File: config.mk
export PLATFORM = sky130hd
export DESIGN_NAME = hecs_top
export DESIGN_NICKNAME = d
export VERILOG_FILES = /design/src/hdl/hecs_axil_slave.v /design/src/hdl/hecs_top.v
export VERILOG_INCLUDE_DIRS = /design/src /design/src/hdl
export SDC_FILE = /design/constraint.sdc
export NUM_CORES = 1
export LEC_CHECK = 0
export BUFFER_PORTS_ARGS = -buffer_cell sky130_fd_sc_hd__clkbuf_2
export CAP_MARGIN = 20
export CORE_MARGIN = 8
export CORE_UTILIZATION = 28
export DETAILED_ROUTE_END_ITERATION = 6
export PLACE_DENSITY = 0.53
export SYNTH_ARGS = -nofsm -noshare
export SYNTH_HDL_FRONTEND = slang
export SYNTH_SLANG_ARGS = --single-unit
File: constraint.sdc
create_clock -name aclk -period 4.45 [get_ports aclk]
set_input_delay 0.6675 -clock aclk [delete_from_list [all_inputs] [get_ports aclk]]
set_output_delay 0.6675 -clock aclk [all_outputs]
set_load 0.005 [all_outputs]
File: src/hdl/hecs_defines.vh
// Offsets, field positions, reset values and timing counts of the hash engine register slice
`ifndef HECS_DEFINES_VH
`define HECS_DEFINES_VH
`define HECS_ADDR_W          12
`define HECS_OFF_CONFIG      12'h110
`define HECS_OFF_STATUS      12'h118
`define HECS_OFF_MASK        12'h11C
`define HECS_CFG_DMA_EN      3
`define HECS_CFG_IRQ_EN      2
`define HECS_CFG_CTX_SWT     6
`define HECS_CFG_WMASK       32'h0000004C
`define HECS_ST_CTX_FREE     3
`define HECS_ST_PART_SAVED   2
`define HECS_ST_IN_READY     1
`define HECS_ST_OUT_READY    0
`define HECS_ST_RESET        4'h8
`define HECS_MASK_W          4
`define HECS_SYNC_STAGES     2
`define HECS_RESP_OKAY       2'h0
`define HECS_RESP_SLVERR     2'h2
`endif

File: src/hdl/hecs_axil_slave.v
// AXI4-Lite slave front end for the hash engine register slice
`timescale 1ns/1ps
`default_nettype none
`include "hecs_defines.vh"
module hecs_axil_slave #(
  parameter AW = `HECS_ADDR_W
) (
  input  wire          aclk,
  input  wire          aresetn,
  input  wire [AW-1:0] s_axi_awaddr,
  input  wire          s_axi_awvalid,
  output reg           s_axi_awready,
  input  wire [31:0]   s_axi_wdata,
  input  wire [3:0]    s_axi_wstrb,
  input  wire          s_axi_wvalid,
  output reg           s_axi_wready,
  output reg  [1:0]    s_axi_bresp,
  output reg           s_axi_bvalid,
  input  wire          s_axi_bready,
  input  wire [AW-1:0] s_axi_araddr,
  input  wire          s_axi_arvalid,
  output reg           s_axi_arready,
  output reg  [31:0]   s_axi_rdata,
  output reg  [1:0]    s_axi_rresp,
  output reg           s_axi_rvalid,
  input  wire          s_axi_rready,
  output reg           wr_pulse,
  output reg  [AW-1:0] wr_addr,
  output reg  [31:0]   wr_data,
  output reg  [3:0]    wr_strb,
  input  wire          wr_ok,
  output wire [AW-1:0] rd_addr,
  input  wire [31:0]   rd_data,
  input  wire          rd_ok
);
  reg have_aw;
  reg have_w;
  assign rd_addr = s_axi_araddr;
  always @(posedge aclk) begin
    if (!aresetn) begin
      s_axi_awready <= 1'b0;
      s_axi_wready  <= 1'b0;
      s_axi_bvalid  <= 1'b0;
      s_axi_bresp   <= `HECS_RESP_OKAY;
      have_aw       <= 1'b0;
      have_w        <= 1'b0;
      wr_pulse      <= 1'b0;
      wr_addr       <= {AW{1'b0}};
      wr_data       <= 32'h00000000;
      wr_strb       <= 4'h0;
      s_axi_arready <= 1'b0;
      s_axi_rvalid  <= 1'b0;
      s_axi_rdata   <= 32'h00000000;
      s_axi_rresp   <= `HECS_RESP_OKAY;
    end else begin
      wr_pulse      <= 1'b0;
      s_axi_awready <= 1'b0;
      s_axi_wready  <= 1'b0;
      // Address and data taken in either order, one write in flight
      if (s_axi_awvalid && !have_aw && !s_axi_awready && !s_axi_bvalid) begin
        s_axi_awready <= 1'b1;
        have_aw       <= 1'b1;
        wr_addr       <= s_axi_awaddr;
      end
      if (s_axi_wvalid && !have_w && !s_axi_wready && !s_axi_bvalid) begin
        s_axi_wready <= 1'b1;
        have_w       <= 1'b1;
        wr_data      <= s_axi_wdata;
        wr_strb      <= s_axi_wstrb;
      end
      if (have_aw && have_w && !wr_pulse && !s_axi_bvalid) begin
        wr_pulse <= 1'b1;
      end
      if (wr_pulse) begin
        s_axi_bvalid <= 1'b1;
        s_axi_bresp  <= wr_ok ? `HECS_RESP_OKAY : `HECS_RESP_SLVERR;
        have_aw      <= 1'b0;
        have_w       <= 1'b0;
      end else if (s_axi_bvalid && s_axi_bready) begin
        s_axi_bvalid <= 1'b0;
      end
      s_axi_arready <= 1'b0;
      if (s_axi_arvalid && !s_axi_arready && !s_axi_rvalid) begin
        s_axi_arready <= 1'b1;
        s_axi_rvalid  <= 1'b1;
        s_axi_rdata   <= rd_ok ? rd_data : 32'h00000000;
        s_axi_rresp   <= rd_ok ? `HECS_RESP_OKAY : `HECS_RESP_SLVERR;
      end else if (s_axi_rvalid && s_axi_rready) begin
        s_axi_rvalid <= 1'b0;
      end
    end
  end
endmodule
`default_nettype wire

File: src/hdl/hecs_top.v
// Configuration and status register slice of the hash engine
//
// Local design decision: the AXI4-Lite interface to the registers.
`timescale 1ns/1ps
`default_nettype none
`include "hecs_defines.vh"
module hecs_top #(
  parameter AW = `HECS_ADDR_W
) (
  input  wire          aclk,
  input  wire          aresetn,
  input  wire [AW-1:0] s_axi_awaddr,
  input  wire          s_axi_awvalid,
  output wire          s_axi_awready,
  input  wire [31:0]   s_axi_wdata,
  input  wire [3:0]    s_axi_wstrb,
  input  wire          s_axi_wvalid,
  output wire          s_axi_wready,
  output wire [1:0]    s_axi_bresp,
  output wire          s_axi_bvalid,
  input  wire          s_axi_bready,
  input  wire [AW-1:0] s_axi_araddr,
  input  wire          s_axi_arvalid,
  output wire          s_axi_arready,
  output wire [31:0]   s_axi_rdata,
  output wire [1:0]    s_axi_rresp,
  output wire          s_axi_rvalid,
  input  wire          s_axi_rready,
  input  wire          eng_ctx_slot_free,
  input  wire          eng_input_accepting,
  input  wire          eng_result_available,
  input  wire          eng_data_req,
  input  wire          eng_ctx_req,
  input  wire          eng_dma_ack,
  input  wire          eng_busy,
  input  wire          eng_final_pass,
  input  wire          eng_ctx_saved,
  output reg           dma_data_req,
  output reg           dma_ctx_req,
  output reg           context_switch_request,
  output reg           ctx_save_start,
  output reg           main_irq_out,
  output reg           partial_digest_irq_out
);
  localparam S_IDLE  = 4'b0001;
  localparam S_DRAIN = 4'b0010;
  localparam S_FLUSH = 4'b0100;
  localparam S_SAVE  = 4'b1000;

  wire          wr_pulse;
  wire [AW-1:0] wr_addr;
  wire [31:0]   wr_data;
  wire [3:0]    wr_strb;
  wire [AW-1:0] rd_addr;
  reg  [31:0]   rd_data;
  reg           rd_ok;
  reg           wr_ok;

  reg                     dma_request_enable;
  reg                     global_interrupt_enable;
  reg  [`HECS_MASK_W-1:0] irq_mask;
  reg  [3:0]              status;
  reg                     partial_digest_saved;
  reg                     final_result;
  reg  [3:0]              state;
  reg                     data_pend;
  reg                     ctx_pend;

  function is_reg;
    input [AW-1:0] a;
    begin
      is_reg = (a == `HECS_OFF_CONFIG) || (a == `HECS_OFF_STATUS) ||
               (a == `HECS_OFF_MASK);
    end
  endfunction

  hecs_axil_slave #(.AW(AW)) u_bus (
    .aclk          (aclk),
    .aresetn       (aresetn),
    .s_axi_awaddr  (s_axi_awaddr),
    .s_axi_awvalid (s_axi_awvalid),
    .s_axi_awready (s_axi_awready),
    .s_axi_wdata   (s_axi_wdata),
    .s_axi_wstrb   (s_axi_wstrb),
    .s_axi_wvalid  (s_axi_wvalid),
    .s_axi_wready  (s_axi_wready),
    .s_axi_bresp   (s_axi_bresp),
    .s_axi_bvalid  (s_axi_bvalid),
    .s_axi_bready  (s_axi_bready),
    .s_axi_araddr  (s_axi_araddr),
    .s_axi_arvalid (s_axi_arvalid),
    .s_axi_arready (s_axi_arready),
    .s_axi_rdata   (s_axi_rdata),
    .s_axi_rresp   (s_axi_rresp),
    .s_axi_rvalid  (s_axi_rvalid),
    .s_axi_rready  (s_axi_rready),
    .wr_pulse      (wr_pulse),
    .wr_addr       (wr_addr),
    .wr_data       (wr_data),
    .wr_strb       (wr_strb),
    .wr_ok         (wr_ok),
    .rd_addr       (rd_addr),
    .rd_data       (rd_data),
    .rd_ok         (rd_ok)
  );

  // Status word is never a write target
  always @* begin
    wr_ok = is_reg(wr_addr) && (wr_addr != `HECS_OFF_STATUS);
    rd_ok = is_reg(rd_addr);
    rd_data = 32'h00000000;
    case (rd_addr)
      `HECS_OFF_CONFIG: begin
        rd_data[`HECS_CFG_CTX_SWT] = context_switch_request;
        rd_data[`HECS_CFG_DMA_EN]  = dma_request_enable;
        rd_data[`HECS_CFG_IRQ_EN]  = global_interrupt_enable;
      end
      `HECS_OFF_STATUS: rd_data[3:0] = status;
      `HECS_OFF_MASK: rd_data[`HECS_MASK_W-1:0] = irq_mask;
      default: rd_data = 32'h00000000;
    endcase
  end

  wire cfg_wr  = wr_pulse && (wr_addr == `HECS_OFF_CONFIG) && wr_strb[0];
  wire mask_wr = wr_pulse && (wr_addr == `HECS_OFF_MASK) && wr_strb[0];
  wire drained = !data_pend && !ctx_pend;
  wire switch_wr = cfg_wr && wr_data[`HECS_CFG_CTX_SWT];

  always @(posedge aclk) begin
    if (!aresetn) begin
      dma_request_enable      <= 1'b0;
      global_interrupt_enable <= 1'b0;
      context_switch_request  <= 1'b0;
      irq_mask                <= {`HECS_MASK_W{1'b0}};
      state                   <= S_IDLE;
      data_pend               <= 1'b0;
      ctx_pend                <= 1'b0;
      dma_data_req            <= 1'b0;
      dma_ctx_req             <= 1'b0;
      ctx_save_start          <= 1'b0;
      partial_digest_saved    <= 1'b0;
      final_result            <= 1'b0;
      status                  <= `HECS_ST_RESET;
      main_irq_out            <= 1'b0;
      partial_digest_irq_out  <= 1'b0;
    end else begin
      // Only bits 6, 3, 2 are stored; other bits drop
      if (cfg_wr) begin
        dma_request_enable      <= wr_data[`HECS_CFG_DMA_EN];
        global_interrupt_enable <= wr_data[`HECS_CFG_IRQ_EN];
      end
      if (mask_wr) begin
        irq_mask <= wr_data[`HECS_MASK_W-1:0];
      end
      ctx_save_start <= 1'b0;
      case (state)
        S_IDLE: begin
          if (switch_wr) begin
            context_switch_request <= 1'b1;
            partial_digest_saved   <= 1'b0;
            final_result           <= 1'b0;
            state                  <= S_DRAIN;
          end
        end
        S_DRAIN: begin
          if (drained) begin
            state <= S_FLUSH;
          end
        end
        S_FLUSH: begin
          // Saving mid-block would lose buffered data
          if (!eng_busy) begin
            ctx_save_start <= 1'b1;
            final_result   <= eng_final_pass;
            state          <= S_SAVE;
          end
        end
        S_SAVE: begin
          if (eng_ctx_saved) begin
            partial_digest_saved   <= !final_result;
            context_switch_request <= 1'b0;
            state                  <= S_IDLE;
          end
        end
        default: state <= S_IDLE;
      endcase
      // Pending requests finish; none start while switching
      // Request drops with the ack, so a stale level is never acked twice
      if (eng_dma_ack) begin
        data_pend    <= 1'b0;
        ctx_pend     <= 1'b0;
        dma_data_req <= 1'b0;
        dma_ctx_req  <= 1'b0;
      end else if (dma_request_enable && state == S_IDLE && !switch_wr) begin
        if (eng_data_req) begin
          data_pend    <= 1'b1;
          dma_data_req <= 1'b1;
        end
        if (eng_ctx_req) begin
          ctx_pend    <= 1'b1;
          dma_ctx_req <= 1'b1;
        end
      end
      status[`HECS_ST_CTX_FREE]   <= eng_ctx_slot_free;
      status[`HECS_ST_IN_READY]   <= eng_input_accepting;
      status[`HECS_ST_PART_SAVED] <= partial_digest_saved;
      status[`HECS_ST_OUT_READY]  <= eng_result_available ||
                                     (final_result && state == S_IDLE);
      main_irq_out <= global_interrupt_enable && |(status & irq_mask);
      partial_digest_irq_out <= global_interrupt_enable &&
                                status[`HECS_ST_PART_SAVED];
    end
  end
endmodule
`default_nettype wire
* Yosys cells after proc, flatten, opt, wreduce, memory -nomap -nowiden
Index checks and enable logic that the tools add are counted.
** Operators by class
- Eq/ne operators :: 15
- Mux-type cells :: 28
- Bitwise gates (word level) :: 2
- Reduce and logical (&&, ||, !) cells :: 55
** Operator list (number)
- $eq A12 B9 Y1 const B :: 6
- $logic_and A1 B1 Y1 :: 25
- $mux W4 :: 4
- $pmux W4 S4 :: 1
- $mux W1 :: 15
- $logic_not A1 Y1 :: 12
- $ne A12 B9 Y1 const B :: 1
- $ne A2 B2 Y1 const B :: 4
- $reduce_bool A2 Y1 :: 4
- $mux W7 :: 1
- $pmux W1 S2 :: 3
- $pmux W2 S3 :: 1
- $reduce_and A2 Y1 :: 3
- $reduce_and A3 Y1 :: 2
- $logic_or A1 B1 Y1 :: 5
- $and A4 B4 Y4 :: 1
- $eq A4 B1 Y1 const B :: 1
- $eq A4 B2 Y1 const B :: 1
- $eq A4 B3 Y1 const B :: 1
- $eq A4 B4 Y1 const B :: 1
- $mux W2 :: 2
- $pmux W2 S2 :: 1
- $reduce_and A4 Y1 :: 1
- $reduce_or A2 Y1 :: 2
- 2 further kinds :: 2
** Storage, ports and cells
- Bits in registers :: 86
- Input bits :: 76
- Output and inout bits :: 47
- Word-level logic and storage cells :: 127

* Longest topological paths before layout
- Word-level depth :: 7
- Mapped depth :: 5
- Depth with buffers taken out :: 4

* Hierarchy
From an unflattened synthesis, not the netlist that was laid out.
** Second synthesis, totals
- Cell total of the unflattened synthesis :: 521
- Area total of the unflattened synthesis :: 4783.3 um^2
** Modules (own cells, without submodules)
- hecs_axil_slave :: instances 1, cells an instance 397, area each 3712.3 um^2, sequential area each 1801.7 um^2
- hecs_top :: instances 1, cells an instance 124, area each 1071.0 um^2, sequential area each 440.4 um^2

* Worst setup path after synthesis
OpenSTA, ideal clock, no wires.
- Kind :: in2reg
- From :: input port s_axi_araddr[1]
- To :: register u_bus.s_axi_rdata[2]
- Data arrival time :: 1.744 ns
- Required time :: 4.381 ns
- Setup slack :: 2.637 ns
- Stages :: 4
- Path buffers :: 0
- Path through :: or4b_4 > nor4_4 > nand4b_1 > o21ai_1
** Between the ends
- Longest elaborated chain between the ends :: 4
- Elaborated cells on any way between the ends :: 7
- Classes of those cells :: eq/ne (3); mux (2); reduce/logical (2)
** RTL lines
- from (decl) :: RTL line hecs_top.v:22 : input wire [AW-1:0] s_axi_araddr,
- branches (longest 3 deep; another with $eq A12 B9 Y1)
- $mux W7 (*) :: RTL line hecs_axil_slave.v:86 : s_axi_rdata <= rd_ok ? rd_data : 32'h00000000;
- to (signal assigned) :: RTL line hecs_axil_slave.v:86
- to (decl) :: RTL line hecs_axil_slave.v:23 : output reg [31:0] s_axi_rdata,
Every way passes the cells marked *.
A chain may end at the register's enable or synchronous reset.

* Worst setup path after layout
Ends and elaborated chain as after synthesis.

==> implementation parameters <==
Parameter                              Value

Timing
  Final period util    38.97%
  Post-route worst setup slack    2.716 ns
  Worst Max-Slew Pin Slew    1.013 ns
  Slew HR    32.30%
  Final slew viol count    0
  RSZ-0062 raised after global routing    no
  Worst-case clock skew    0.005781 ns
  Hold Fails Final Rpt    0
  Clock period minus worst slack    approximately 1.7 ns
  Final setup violating endpoints    0
  Final TNS setup    0 ns
  Maximum operating frequency    576.7 MHz

Placed design
  Placed wire-length estimate    4407 um
  Global placement routability congestion    0.7416
  Quantity of I/O buffers inserted on ports    63
  Dpl ws    between 2 and 2.5 ns
  Cell area reported after detailed placement    2819 um2
  Instance count after placement with tap cells included    430

Cells and area
  Final cell count without fillers    438
  Utilization after layout    33.52%
  Design area    2923 um2
  Total inserted antenna cells    0
  Fraction of layout cells with a size suffix above 1    25.76%
  Area Overhead vs Synth    15.87%
  Fill cell total of the finished layout    around 940
  Number of nets in the layout    405

Synthesis
  Sequential element share of the synthesized area    ~44%
  Area leader, netlist    dfxtp_1
  Summed instance area of the synthesized netlist    2522 um2
  Share of flip-flops with an asynchronous set or reset after synthesis    0%
  Count of unique library cells instantiated by Yosys    44
  Top FF cell, synth    dfxtp_1
  Ranking of synthesized cells by area    dfxtp_1 (44%), buf_4 (8.6%), nand2_1 (5.8%), mux2i_1 (5.6%), a21boi_1 (5.1%)
  Fraction of synthesized cell area taken by the top area cell type    between 40% and 50%
  Avg Synthesized Cell Area    9.342 um2
  Post-synth EDFFs    0
  Synth Warn #    0
  Number of standard cells after synthesis    270
  Count of state elements after synthesis    55

Setup path
  FF-to-FF Start    u_bus.s_axi_bvalid
  Maximum fanout encountered on the critical timing path    3
  Type of origin of the critical path    primary input
  R2R Setup Slk    2.75 ns
  Arr. time, crit path    roughly 2.0 ns
  Worst endpoint required time    around 4.7 ns
  Endpoint kind of the worst setup timing path    register
  Type of the worst setup path    in2reg
  Cell count of the worst reg-to-reg path    3
  Endpoint of the lowest-slack register-to-register path    u_bus.wr_data[1]

Detailed routing
  Final routed wire length divided by cell count    12.93 um
  Via density per instance    4.324
  Wirelength, routed    5665 um
  Antenna Nets Post-Route    0
  # DRC    0
  Via Count    1894
  1st-pass router iterations    4
  DRC marker count from the first detailed-route iteration    77

Floorplan
  Die Outline Area    12300 um2
  # rows    34
  Horizontal die dimension    110.9 um
  Placeable Area    8721 um2
  Initial Utilization    28.92%
  Chip Height    ~110 um
  # IOs    123

Clocking
  Count of cells resized by post-cts repair    0
  Number of H-tree levels    2
  Max clock buf depth    2
  Count of buffers added by post-CTS timing repair for setup    0
  Clock latency on the worst-skew pair    0.30 ns
  Clock tree from TritonCTS    done
  Number of hold buffers added after CTS    0
  Root buffer selected by CTS    clkbuf_8
  TritonCTS Sinks    55
  Clock transition at the register clock pins on the worst setup and hold paths after CTS    0.10 ns
  Number of buffers created by CTS    5

Pwr
  Maximum vdd ir drop    0.1377 mV
  Int Power    0.7057 mW
  Power per cell area    322.4 nW/um2
  Clock power share    32.1%
  Relative contribution of combinational cells to total power    11.5%
  Fraction of power consumed by sequential logic    56.4%
  Net Switching    0.2364 mW
  Leakage dissipation    1.279 nW
  Switching power as a share of total power    25.10%

Global routing
  Initial antenna violation count    0
  First-pass GRT wire length    roughly 9500 um
  Total congestion overflow    0
  Global routing usage summed across all routing layers    9.121%
  Number of global-route vias before repair    between 1500 and 2000
  Pin count of the biggest net entering global routing    55

Outcome
  Status    finished clean

Run
  Max-cap violations    0

Hold path
  Path category of the worst min-delay check    reg2reg
  Worst hold stages    2
  Hold worst-path end    u_bus.s_axi_rdata[6]
  Critical hold path startpoint    u_bus.s_axi_rdata[6]
## per-stage QoR
stage / hold WS, ns / total power [mW]
after floorplan: 0.4283 / 0.6286
after global placement: 0.4413 / 0.6501
after detailed placement: 0.4435 / 0.6521
after CTS: 0.4580 / 0.9578
after global routing: 0.4707 / 0.9979
final: 0.4539 / 0.9422
## logic make-up after synthesis
family | after synthesis | synth area share, %
XOR/XNOR | 1 | 0.3473
flip-flops | 55 | 43.65
buffers and inverters | 40 | 10.66
AO/OA/AOI/OAI | 42 | 11.16
other | 1 | 0.1487
multiplexers | 16 | 6.448
AND/OR/NAND/NOR | 115 | 27.58
## sequential cells by signal, indices dropped and copies added, names as in the netlist, 4 cells and up
name               count
state                  4
u_bus.wr_data          5
u_bus.wr_addr         12
irq_mask               4
status                 4
u_bus.s_axi_rdata      5
## worst max-delay path by stage
stage                             startpoint  slack [ns]                    to  cells after the start
final                        s_axi_araddr[1]        2.72  u_bus.s_axi_rdata[2]                      5
after global routing      u_bus.s_axi_bvalid        2.54      u_bus.wr_addr[7]                      3
after CTS                    s_axi_araddr[1]        2.71  u_bus.s_axi_rdata[2]                      5
after detailed placement     s_axi_araddr[1]        2.39  u_bus.s_axi_rdata[2]                      5
after global placement       s_axi_araddr[1]        2.42  u_bus.s_axi_rdata[2]                      5
after floorplan              s_axi_araddr[1]        2.64  u_bus.s_axi_rdata[2]                      4
## power groups by stage
stage | Clock [mW] | Combinational [mW] | Sequential, mW
5_1_grt | 0.338 | 0.124 | 0.535
2_1_floorplan | 0 | 0.0907 | 0.538
4_1_cts | 0.317 | 0.110 | 0.532
3_5_place_dp | 0 | 0.109 | 0.543
3_3_place_gp | 0 | 0.108 | 0.542
6_report | 0.302 | 0.108 | 0.531
## cell usage in the layout (no fill, tap or decap), types with 2 or more instances in the layout
cell type,count
nor4_4,2
clkbuf_8,7
nor3b_1,3
conb_1,29
a22oi_1,2
nand2b_1,5
a21boi_1,17
clkbuf_2,63
dfxtp_1,55
and2_1,8
o21ai_0,5
a31oi_1,4
and3_1,4
nand2_1,39
nand4_1,5
nor2_1,12
a21oi_1,4
or4b_4,2
nor3_1,2
nand3_1,4
nor2b_1,15
nor4b_2,5
mux2_2,2
o21ai_1,5
mux2i_1,14
## cells in the mapped netlist (2+ instances only)
library cell and n:
mux2_2 2, a22oi_1 2, nor2b_1 15, o21ai_1 5, mux2i_1 14, dfxtp_1 55, clkbuf_1 7, nand2b_1 5
and2_1 8, nand2_1 39, nor4b_2 4, a31oi_1 4, nor2_1 12, nor3b_1 3, buf_2 2, nand4_1 5
nor4_4 2, nand3_1 4, a21oi_1 4, nor3_1 2, or4b_4 2, and3_1 4, a21boi_1 17, o21ai_0 5
buf_4 29
## worst max-delay path, stage by stage
cell and delay (ns):
clkbuf_2 0.08, or4b_4 0.57, nor4_4 0.30, nand4b_1 0.17, o21ai_1 0.18
## metal layers
metal	wire length (um)	track usage, %
met5	0	0
met4	67	3.514
met3	415	3.409
met2	2586	14.86
met1	2596	10.57
## area by class of cell
type	count	area [um2]	share of cell area, %
timing repair buffer	63	315.3	10.79
sequential	55	1101	37.67
inverter	1	3.754	0.1284
multi-input combinational	203	1264	43.24
clock inverter	1	7.507	0.2568
clock buffer	7	96.34	3.296
tap	108	135.1	4.623
Power figures use the tool's default switching activity.
